**config.mk**
```make
export PLATFORM = sky130hd
export DESIGN_NAME = tmc_timers
export DESIGN_NICKNAME = d
export VERILOG_FILES = /design/src/hdl/tmc_pkg.sv /design/src/hdl/tmc_timers.sv
export VERILOG_INCLUDE_DIRS = /design/src /design/src/hdl
export SDC_FILE = /design/constraint.sdc
export NUM_CORES = 1
export LEC_CHECK = 0
export BUFFER_PORTS_ARGS = -buffer_cell sky130_fd_sc_hd__buf_4
export CAP_MARGIN = 20
export CORE_ASPECT_RATIO = 0.6
export CORE_MARGIN = 5
export CORE_UTILIZATION = 57
export CTS_BUF_LIST = sky130_fd_sc_hd__clkbuf_8
export CTS_CLUSTER_SIZE = 20
export DETAILED_ROUTE_END_ITERATION = 12
export PLACE_DENSITY = 0.78
export SLEW_MARGIN = 20
export SYNTH_ARGS = -nofsm -noshare
export SYNTH_HDL_FRONTEND = slang
export SYNTH_SLANG_ARGS = --single-unit
```
**constraint.sdc**
```tcl
create_clock -name sys_clk -period 6.6 [get_ports sys_clk]
set_clock_uncertainty 0.05 [all_clocks]
set_input_delay 0.66 -clock sys_clk [delete_from_list [all_inputs] [get_ports sys_clk]]
set_output_delay 0.66 -clock sys_clk [all_outputs]
set_load 0.02 [all_outputs]
```
**src/hdl/tmc_consts.svh**
```systemverilog
`ifndef TMC_CONSTS_SVH
`define TMC_CONSTS_SVH
// ==========================================
// register addresses on the special-function bus
`define TMC_ADDR_RUN_FLAGS 8'h88
`define TMC_ADDR_MODE_SEL 8'h89
`define TMC_ADDR_T0_LOW 8'h8A
`define TMC_ADDR_T1_LOW 8'h8B
`define TMC_ADDR_T0_HIGH 8'h8C
`define TMC_ADDR_T1_HIGH 8'h8D
`define TMC_ADDR_CLK_SEL 8'h8E
`define TMC_RESET_VAL 8'h00
// ==========================================
// run/flags register bits
`define TMC_RF_T1_OVF 7
`define TMC_RF_T1_RUN 6
`define TMC_RF_T0_OVF 5
`define TMC_RF_T0_RUN 4
`define TMC_RF_IRQ1_FLAG 3
`define TMC_RF_IRQ1_TYPE 2
`define TMC_RF_IRQ0_FLAG 1
`define TMC_RF_IRQ0_TYPE 0
// ==========================================
// mode register bits
`define TMC_MS_T1_GATE 7
`define TMC_MS_T1_SRC 6
`define TMC_MS_T1_MODE_LSB 4
`define TMC_MS_T0_GATE 3
`define TMC_MS_T0_SRC 2
`define TMC_MS_T0_MODE_LSB 0
// ==========================================
// clock select register bits and writable mask
`define TMC_CS_C_HIGH 6
`define TMC_CS_C_LOW 5
`define TMC_CS_T1_CLK 4
`define TMC_CS_T0_CLK 3
`define TMC_CS_SCALE_LSB 0
`define TMC_CS_MASK 8'h7B
// ==========================================
// prescaler divisors
`define TMC_DIV_BY12 6'h0C
`define TMC_DIV_BY4 6'h04
`define TMC_DIV_BY48 6'h30
`define TMC_EXT_DIV 8
`endif

```
**src/hdl/tmc_pkg.sv**
```systemverilog
package tmc_pkg;
  typedef enum logic [1:0] {
    TMC_MODE_13BIT = 2'b00,
    TMC_MODE_16BIT = 2'b01,
    TMC_MODE_RELOAD8 = 2'b10,
    TMC_MODE_SPLIT = 2'b11
  } tmc_mode_t;

  typedef enum logic [1:0] {
    TMC_SCALE_DIV12 = 2'b00,
    TMC_SCALE_DIV4 = 2'b01,
    TMC_SCALE_DIV48 = 2'b10,
    TMC_SCALE_EXT8 = 2'b11
  } tmc_scale_t;

  typedef struct packed {
    logic [7:0] addr;
    logic wr;
    logic rd;
    logic [7:0] wdata;
  } tmc_sfr_req_t;

  typedef struct packed {
    logic t0;
    logic t1;
    logic irq0;
    logic irq1;
  } tmc_vector_ack_t;
endpackage

```
**src/hdl/tmc_timers.sv**
```systemverilog
`timescale 1ns/10ps
`include "tmc_consts.svh"
// Functional notes
// - mode 1 counts the full 16 bits of high and low byte
// - mode 2 counts in the low byte, high byte holds reload value
// - mode 2 low byte wrap sets overflow flag and reloads from high byte
// - mode 2 reload never modifies the high byte
// - timer runs on run bit, and gated by active irq input when gate set
// - mode 3 timer zero low byte uses timer zero controls and flag
// - mode 3 timer zero high byte only times, enabled by timer one run bit
// - mode 3 high byte overflow sets timer one overflow flag
// - with timer zero split, timer one counts no events, sets no flag
// - timer one mode 3 halts it; split timer zero lets modes 0-2 run
// - mode field: 13-bit, 16-bit, 8-bit reload, split or stop
// - overflow flags set by hardware, cleared by software or vectoring
// - source select one counts falling edges of the event pin
// - clock select picks system or prescaled clock; ignored as counter
// - prescaler divides by 12, 4, 48 or external clock by 8
// - external clock is synchronised; must stay below half the system clock
// - irq type bit: zero level triggered, one edge triggered
// - edge flag set on edge, cleared on vectoring; level flag follows input
// - third-timer clock select bits kept and driven out
// - unused clock-select bits read zero; all registers reset to zero
// - mode 0 counts 13 bits and overflows from 0x1FFF to zero
// - setting the run bit keeps the current count
module tmc_timers #(
  parameter int EXT_DIV = `TMC_EXT_DIV // external clock divisor
) (
  input wire logic sys_clk, // system clock
  input wire logic rst_n, // asynchronous reset, active low
  input wire tmc_pkg::tmc_sfr_req_t sfr_req, // register access request
  output logic [7:0] sfr_rdata, // read data, one cycle after rd
  input wire tmc_pkg::tmc_vector_ack_t vector_ack, // processor vectored, pulses
  input wire logic t0_event_pin, // timer zero event input
  input wire logic t1_event_pin, // timer one event input
  input wire logic ext_irq0_input, // external interrupt zero pin
  input wire logic ext_irq1_input, // external interrupt one pin
  input wire logic ext_irq0_polarity, // 1 = input active high
  input wire logic ext_irq1_polarity, // 1 = input active high
  input wire logic ext_clk, // external oscillator clock, sampled
  output logic t0_irq_req, // timer zero overflow flag
  output logic t1_irq_req, // timer one overflow flag
  output logic ext_irq0_req, // external interrupt zero flag
  output logic ext_irq1_req, // external interrupt one flag
  output logic t0_ovf_pulse, // timer zero overflow pulse
  output logic t1_ovf_pulse, // timer one overflow pulse, baud and converter
  output logic tmr_c_high_clock_select, // third timer high byte clock select
  output logic tmr_c_low_clock_select // third timer low byte clock select
);
  import tmc_pkg::*;

  // ==========================================
  // parameter check
  // the divider wraps its counter freely, so only powers of two from 2 up divide evenly
  if (EXT_DIV < 2 || (EXT_DIV & (EXT_DIV - 1)) != 0) begin : g_bad_ext_div
    $error("EXT_DIV must be a power of two of at least 2");
  end

  // ==========================================
  // reset release
  logic rst_meta_q, rst_sync_n;
  always_ff @(posedge sys_clk or negedge rst_n) begin
    if (!rst_n) begin
      rst_meta_q <= 1'b0;
      rst_sync_n <= 1'b0;
    end else begin
      rst_meta_q <= 1'b1;
      rst_sync_n <= rst_meta_q;
    end
  end

  // ==========================================
  // registers
  logic [7:0] run_flags_q, mode_sel_q, clk_sel_q;
  logic [7:0] t0_low_byte, t0_high_byte, t1_low_byte, t1_high_byte;
  logic wr_rf, wr_ms, wr_cs, wr_t0l, wr_t0h, wr_t1l, wr_t1h;
  assign wr_rf = sfr_req.wr && sfr_req.addr == `TMC_ADDR_RUN_FLAGS;
  assign wr_ms = sfr_req.wr && sfr_req.addr == `TMC_ADDR_MODE_SEL;
  assign wr_cs = sfr_req.wr && sfr_req.addr == `TMC_ADDR_CLK_SEL;
  assign wr_t0l = sfr_req.wr && sfr_req.addr == `TMC_ADDR_T0_LOW;
  assign wr_t0h = sfr_req.wr && sfr_req.addr == `TMC_ADDR_T0_HIGH;
  assign wr_t1l = sfr_req.wr && sfr_req.addr == `TMC_ADDR_T1_LOW;
  assign wr_t1h = sfr_req.wr && sfr_req.addr == `TMC_ADDR_T1_HIGH;

  tmc_mode_t t0_mode_field, t1_mode_field;
  tmc_scale_t prescale_field;
  logic t0_run, t1_run, t0_gate_enable, t1_gate_enable;
  logic t0_source_select, t1_source_select, t0_clock_select, t1_clock_select;
  logic ext_irq0_type, ext_irq1_type;
  assign t0_mode_field = tmc_mode_t'(mode_sel_q[`TMC_MS_T0_MODE_LSB +: 2]);
  assign t1_mode_field = tmc_mode_t'(mode_sel_q[`TMC_MS_T1_MODE_LSB +: 2]);
  assign prescale_field = tmc_scale_t'(clk_sel_q[`TMC_CS_SCALE_LSB +: 2]);
  assign t0_run = run_flags_q[`TMC_RF_T0_RUN];
  assign t1_run = run_flags_q[`TMC_RF_T1_RUN];
  assign t0_gate_enable = mode_sel_q[`TMC_MS_T0_GATE];
  assign t1_gate_enable = mode_sel_q[`TMC_MS_T1_GATE];
  assign t0_source_select = mode_sel_q[`TMC_MS_T0_SRC];
  assign t1_source_select = mode_sel_q[`TMC_MS_T1_SRC];
  assign t0_clock_select = clk_sel_q[`TMC_CS_T0_CLK];
  assign t1_clock_select = clk_sel_q[`TMC_CS_T1_CLK];
  assign ext_irq0_type = run_flags_q[`TMC_RF_IRQ0_TYPE];
  assign ext_irq1_type = run_flags_q[`TMC_RF_IRQ1_TYPE];

  // ==========================================
  // prescaler
  logic [5:0] div_cnt_q, div_limit;
  logic div_tick, presc_tick;
  always_comb begin
    case (prescale_field)
      TMC_SCALE_DIV12: div_limit = `TMC_DIV_BY12;
      TMC_SCALE_DIV4: div_limit = `TMC_DIV_BY4;
      TMC_SCALE_DIV48: div_limit = `TMC_DIV_BY48;
      default: div_limit = `TMC_DIV_BY12;
    endcase
  end
  assign div_tick = (div_cnt_q >= div_limit - 6'h01);
  always_ff @(posedge sys_clk or negedge rst_sync_n) begin
    if (!rst_sync_n) begin
      div_cnt_q <= 6'h00;
    end else if (div_tick) begin
      div_cnt_q <= 6'h00;
    end else begin
      div_cnt_q <= div_cnt_q + 6'h01;
    end
  end

  // external clock: sampled, so it must stay below half the system clock
  logic ext_meta_q, ext_sync_q, ext_prev_q, ext_tick;
  logic [$clog2(EXT_DIV)-1:0] ext_cnt_q;
  always_ff @(posedge sys_clk or negedge rst_sync_n) begin
    if (!rst_sync_n) begin
      ext_meta_q <= 1'b0;
      ext_sync_q <= 1'b0;
      ext_prev_q <= 1'b0;
      ext_cnt_q <= '0;
    end else begin
      ext_meta_q <= ext_clk;
      ext_sync_q <= ext_meta_q;
      ext_prev_q <= ext_sync_q;
      if (ext_sync_q && !ext_prev_q) begin
        ext_cnt_q <= ext_cnt_q + 1'b1;
      end
    end
  end
  assign ext_tick = ext_sync_q && !ext_prev_q && (&ext_cnt_q);
  assign presc_tick = (prescale_field == TMC_SCALE_EXT8) ? ext_tick : div_tick;

  // ==========================================
  // event pin and interrupt input sampling
  logic ev0_prev_q, ev1_prev_q, ev0_fall, ev1_fall;
  logic irq0_prev_q, irq1_prev_q, irq0_active, irq1_active;
  // pins are taken as synchronous; one previous sample is enough to find an edge
  always_ff @(posedge sys_clk or negedge rst_sync_n) begin
    if (!rst_sync_n) begin
      ev0_prev_q <= 1'b0;
      ev1_prev_q <= 1'b0;
    end else begin
      ev0_prev_q <= t0_event_pin;
      ev1_prev_q <= t1_event_pin;
    end
  end

  always_ff @(posedge sys_clk or negedge rst_sync_n) begin
    if (!rst_sync_n) begin
      irq0_prev_q <= 1'b0;
      irq1_prev_q <= 1'b0;
    end else begin
      irq0_prev_q <= irq0_active;
      irq1_prev_q <= irq1_active;
    end
  end
  assign ev0_fall = ev0_prev_q && !t0_event_pin;
  assign ev1_fall = ev1_prev_q && !t1_event_pin;
  assign irq0_active = (ext_irq0_input == ext_irq0_polarity);
  assign irq1_active = (ext_irq1_input == ext_irq1_polarity);

  // ==========================================
  // count step for modes 0 to 2, returns {overflow, high, low}
  function automatic logic [16:0] tmc_step(input tmc_mode_t m, input logic [7:0] lo,
                                           input logic [7:0] hi);
    logic [12:0] s13;
    logic [15:0] s16;
    s13 = {hi, lo[4:0]} + 13'h0001;
    s16 = {hi, lo} + 16'h0001;
    case (m)
      TMC_MODE_13BIT: tmc_step = {&{hi, lo[4:0]}, s13[12:5], lo[7:5], s13[4:0]};
      TMC_MODE_16BIT: tmc_step = {&{hi, lo}, s16};
      TMC_MODE_RELOAD8: tmc_step = {&lo, hi, (&lo) ? hi : lo + 8'h01};
      default: tmc_step = {1'b0, hi, lo};
    endcase
  endfunction

  // ==========================================
  // tick selection and next counts
  logic t0_split, t0_enable, t1_enable, t0h_enable;
  logic t0_tick, t1_tick, t0h_tick;
  logic [16:0] t0_res, t1_res;
  logic t0_ovf, t1_ovf, t0h_ovf;
  logic [7:0] t0l_nxt, t0h_nxt;
  assign t0_split = (t0_mode_field == TMC_MODE_SPLIT);
  assign t0_enable = t0_run && (!t0_gate_enable || irq0_active);
  // split timer zero takes over timer one's run bit; timer one then runs on mode alone
  assign t1_enable = (t1_mode_field != TMC_MODE_SPLIT) &&
                     (t0_split || (t1_run && (!t1_gate_enable || irq1_active)));
  assign t0h_enable = t0_split && t1_run;
  assign t0_tick = t0_enable && (t0_source_select ? ev0_fall :
                   (t0_clock_select || presc_tick));
  assign t1_tick = t1_enable && ((t1_source_select && !t0_split) ? ev1_fall :
                   (t1_clock_select || presc_tick));
  // high half of split timer zero borrows timer one's clock select
  assign t0h_tick = t0h_enable && (t1_clock_select || presc_tick);
  assign t0_res = tmc_step(t0_mode_field, t0_low_byte, t0_high_byte);
  assign t1_res = tmc_step(t1_mode_field, t1_low_byte, t1_high_byte);
  always_comb begin
    if (t0_split) begin
      t0_ovf = t0_tick && (&t0_low_byte);
      t0l_nxt = t0_tick ? t0_low_byte + 8'h01 : t0_low_byte;
      t0h_ovf = t0h_tick && (&t0_high_byte);
      t0h_nxt = t0h_tick ? t0_high_byte + 8'h01 : t0_high_byte;
    end else begin
      t0_ovf = t0_tick && t0_res[16];
      t0l_nxt = t0_tick ? t0_res[7:0] : t0_low_byte;
      t0h_ovf = 1'b0;
      t0h_nxt = t0_tick ? t0_res[15:8] : t0_high_byte;
    end
  end
  assign t1_ovf = t1_tick && t1_res[16];

  // a bus write to a count byte wins over counting in the same cycle
  always_ff @(posedge sys_clk or negedge rst_sync_n) begin
    if (!rst_sync_n) begin
      t0_low_byte <= `TMC_RESET_VAL;
      t0_high_byte <= `TMC_RESET_VAL;
    end else begin
      t0_low_byte <= wr_t0l ? sfr_req.wdata : t0l_nxt;
      t0_high_byte <= wr_t0h ? sfr_req.wdata : t0h_nxt;
    end
  end

  always_ff @(posedge sys_clk or negedge rst_sync_n) begin
    if (!rst_sync_n) begin
      t1_low_byte <= `TMC_RESET_VAL;
      t1_high_byte <= `TMC_RESET_VAL;
    end else begin
      t1_low_byte <= wr_t1l ? sfr_req.wdata : (t1_tick ? t1_res[7:0] : t1_low_byte);
      t1_high_byte <= wr_t1h ? sfr_req.wdata : (t1_tick ? t1_res[15:8] : t1_high_byte);
    end
  end

  // ==========================================
  // control registers and flags; hardware set wins over any clear
  logic t0_flag_set, t1_flag_set, irq0_edge, irq1_edge;
  logic [7:0] rf_base;
  assign t0_flag_set = t0_ovf;
  assign t1_flag_set = t0_split ? t0h_ovf : t1_ovf;
  assign irq0_edge = irq0_active && !irq0_prev_q;
  assign irq1_edge = irq1_active && !irq1_prev_q;
  always_comb begin
    rf_base = wr_rf ? sfr_req.wdata : run_flags_q;
    if (!wr_rf) begin
      rf_base[`TMC_RF_T0_OVF] = run_flags_q[`TMC_RF_T0_OVF] && !vector_ack.t0;
      rf_base[`TMC_RF_T1_OVF] = run_flags_q[`TMC_RF_T1_OVF] && !vector_ack.t1;
      rf_base[`TMC_RF_IRQ0_FLAG] = run_flags_q[`TMC_RF_IRQ0_FLAG] && !vector_ack.irq0;
      rf_base[`TMC_RF_IRQ1_FLAG] = run_flags_q[`TMC_RF_IRQ1_FLAG] && !vector_ack.irq1;
    end
    rf_base[`TMC_RF_T0_OVF] = rf_base[`TMC_RF_T0_OVF] || t0_flag_set;
    rf_base[`TMC_RF_T1_OVF] = rf_base[`TMC_RF_T1_OVF] || t1_flag_set;
    // level mode: flag mirrors the active level, so writes do not stick
    rf_base[`TMC_RF_IRQ0_FLAG] = ext_irq0_type ?
      (rf_base[`TMC_RF_IRQ0_FLAG] || irq0_edge) : irq0_active;
    rf_base[`TMC_RF_IRQ1_FLAG] = ext_irq1_type ?
      (rf_base[`TMC_RF_IRQ1_FLAG] || irq1_edge) : irq1_active;
  end

  always_ff @(posedge sys_clk or negedge rst_sync_n) begin
    if (!rst_sync_n) begin
      run_flags_q <= `TMC_RESET_VAL;
    end else begin
      run_flags_q <= rf_base;
    end
  end

  always_ff @(posedge sys_clk or negedge rst_sync_n) begin
    if (!rst_sync_n) begin
      mode_sel_q <= `TMC_RESET_VAL;
    end else if (wr_ms) begin
      mode_sel_q <= sfr_req.wdata;
    end
  end

  always_ff @(posedge sys_clk or negedge rst_sync_n) begin
    if (!rst_sync_n) begin
      clk_sel_q <= `TMC_RESET_VAL;
    end else if (wr_cs) begin
      clk_sel_q <= sfr_req.wdata & `TMC_CS_MASK;
    end
  end

  // ==========================================
  // read data and outputs
  always_ff @(posedge sys_clk or negedge rst_sync_n) begin
    if (!rst_sync_n) begin
      sfr_rdata <= 8'h00;
    end else if (sfr_req.rd) begin
      case (sfr_req.addr)
        `TMC_ADDR_RUN_FLAGS: sfr_rdata <= run_flags_q;
        `TMC_ADDR_MODE_SEL: sfr_rdata <= mode_sel_q;
        `TMC_ADDR_CLK_SEL: sfr_rdata <= clk_sel_q;
        `TMC_ADDR_T0_LOW: sfr_rdata <= t0_low_byte;
        `TMC_ADDR_T0_HIGH: sfr_rdata <= t0_high_byte;
        `TMC_ADDR_T1_LOW: sfr_rdata <= t1_low_byte;
        `TMC_ADDR_T1_HIGH: sfr_rdata <= t1_high_byte;
        default: sfr_rdata <= 8'h00;
      endcase
    end
  end

  // pulses feed baud and converter logic outside, so each stands one cycle per overflow
  always_ff @(posedge sys_clk or negedge rst_sync_n) begin
    if (!rst_sync_n) begin
      t0_ovf_pulse <= 1'b0;
    end else begin
      t0_ovf_pulse <= t0_ovf;
    end
  end

  always_ff @(posedge sys_clk or negedge rst_sync_n) begin
    if (!rst_sync_n) begin
      t1_ovf_pulse <= 1'b0;
    end else begin
      t1_ovf_pulse <= t1_ovf;
    end
  end

  assign t0_irq_req = run_flags_q[`TMC_RF_T0_OVF];
  assign t1_irq_req = run_flags_q[`TMC_RF_T1_OVF];
  assign ext_irq0_req = run_flags_q[`TMC_RF_IRQ0_FLAG];
  assign ext_irq1_req = run_flags_q[`TMC_RF_IRQ1_FLAG];
  assign tmr_c_high_clock_select = clk_sel_q[`TMC_CS_C_HIGH];
  assign tmr_c_low_clock_select = clk_sel_q[`TMC_CS_C_LOW];
endmodule

```
==> run summary <==
IO Port Bufs: 46
Final Critical Period: 3.17 ns
unrepaired setup endpoints after global routing: false
Final nets: 704
status: finished clean
Max Cap Violations: 0
H-tree level count: 3
crit share post-route: 48.0%
crit path capture type: flop
Async S/R FF share, synth: 100%
most numerous cell in the Yosys netlist: dfrtp_1
Filler Cells Inserted: 856
post-route cell area: 6140 sq um
Inserted Clock Buffers: 9
placed cell area: 5970 sq um
Mapped Cells: 638
CTS tree: done
share of layout cells above drive strength 1: 14.4%
YS warnings: 0
Slew Limit Fails: 0
# resized after CTS: 0
final hold violations: 0
Setup WS pre-CTS: 3.59 ns
row cnt: 28
EDFF count, synth: 0
final setup margin: 3.43 ns
Syn Area/Cell: 8.80 sq um
final WL: 17,600 um
most common library cells after synthesis: 82 x dfrtp_1, 67 x nand2_1, 51 x nor2_1, 43 x o21ai_0, 33 x inv_1
fin cells: 794
CP startpoint kind: flop
die area: 12,000 sq um
Cell Area, Synth: 5620 sq um
GP Congestion: 1.03
Vias per Instance: 6.86
f_max: 315 MHz
sequential fraction of the synthesis area: 36.5%
CTS Root Cell: clkbuf_8
Clock Path Buffers: 2
largest area contributor in the netlist: dfrtp_1
total grt overflow: 0
vias in the first global route: 4,980
Pre-antenna DRT Iters: 7
via count: 5,443
synth-to-layout area growth: 9.36%
PwrDens: 235 nW/um^2
Critical Path AT: 3.31 ns
Tightest Hold Check Type: primary input to async pin
worst skew pair latency: 0.36 ns
actual slew at the worst max-slew pin: 0.923 ns
DRC viols: 0
Clock transition at path regs: 0.09 ns
flop and latch count out of synthesis: 82
hold buffer count at CTS: 0
Data required, critical path: 6.74 ns
global-route usage over all layers: 29.4%
initial antenna violation count: 0
DP Cell Count: 778
first-pass GRT wire length: 27,900 um
Final Total Pwr: 1.44 mW
core box area: 9740 sq um
top post-synthesis cells by area: dfrtp_1 37%, nand2_1 4.5%, ha_1 4.2%, o21ai_0 3.8%, nor2_1 3.4%
Most used DFF post-synth: dfrtp_1
crit-path max FO: 18
final setup violating endpoints: 0
Die H: 86.9 um
Slew headroom: 38.2%
Die W: 138 um
post-DR wirelength/cell: 22.2 um
largest net degree at the start of global routing: 66
Final ANT Viol Nets: 0
IO Pins: 47
DP HPWL: 13,100 um
setup TNS: 0 ns
Worst Path Class, Setup: flop to flop
DR iter-0 viols: 1,014
hold_ws: 0.0223 ns
post-CTS setup buffer count: 0
# diodes: 0
Initial Utilization: 57.7%
post-synth top area share: 36.5%
Clock Sink Count: 82
Yosys cell types: 75
Worst VDD drop: 0.000140 V
Lkg Pwr: 2.59 nW
Core Util, Final: 63.1%
kinds of logic (layout without fill, tap and decap cells):
| family | count (synthesis) | count (layout) | synth area share (%) |
|---|---|---|---|
| XOR/XNOR | 23 | 23 | 3.72 |
| adder cells (fa/ha/maj) | 19 | 19 | 4.23 |
| AND/OR/NAND/NOR | 217 | 217 | 19.1 |
| other | 1 | 2 | 0.0668 |
| multiplexers | 37 | 37 | 8.04 |
| AO/OA/AOI/OAI | 182 | 182 | 22.8 |
| flip-flops | 82 | 82 | 36.5 |
| buffers and inverters | 77 | 97 | 5.50 |
final timing paths:
check / startpoint / endpoint / slack [ns] / depth (start not counted)
setup / recovery: mode_sel_q[1] / t1_high_byte[5] / 3.43 / 6
hold / removal: rst_n / rst_sync_n / 0.02 / 1
setup reg to reg: mode_sel_q[1] / t1_high_byte[5] / 3.43 / 6
hold reg to reg: rst_sync_n / t0_high_byte[4] / 0.13 / 0
max in group asynchronous: rst_sync_n / run_flags_q[5] / 5.24 / 1
min in group sys_clk: ext_meta_q / ext_sync_q / 0.31 / 0
critical path, cell delays in order (launching register included):
cell	delay (ns)
dfrtp_1	0.43
ha_1	0.44
inv_1	0.53
a221oi_1	0.18
or2_1	0.39
o22ai_1	0.74
o221ai_1	0.24
placed cells by master (no fill, tap or decap), drive strengths merged, types with 17 or more instances in the layout:
master and count:
nand3 22, nor2 51, mux2i 17, dfrtp 82, ha 19, nand2 67, inv 36, o21ai 45
buf 47
area by class of cell:
class	count	area (sq um)	share of cell area, %
clock inverter	6	35.0	0.570
clock buffer	10	138	2.24
multi-input combinational	480	3260	53.1
sequential	82	2060	33.5
inverter	34	128	2.08
timing repair buffer	47	353	5.74
tap	135	169	2.75
power breakdown:
group,total [mW],switching (mW),internal (mW)
clock,0.330,0.185,0.144
combinational,0.431,0.255,0.176
sequential,0.684,0.109,0.575
metal layers:
| metal | part of all wire [%] | global-route usage [%] |
|---|---|---|
| met1 | 43 | 44.6 |
| met3 | 15 | 9.76 |
| met2 | 40 | 40.9 |
| met5 | 0 | 0 |
| met4 | 1.9 | 5.38 |
flip-flops by register name (all words and copies together), names as in the netlist, 6 cells and up:
signal        cells
mode_sel_q        8
run_flags_q       8
sfr_rdata         8
t0_high_byte      8
t0_low_byte       8
t1_high_byte      8
t1_low_byte       8
clk_sel_q         6
div_cnt_q         6
Note: power is estimated with default switching activity, not from simulation.
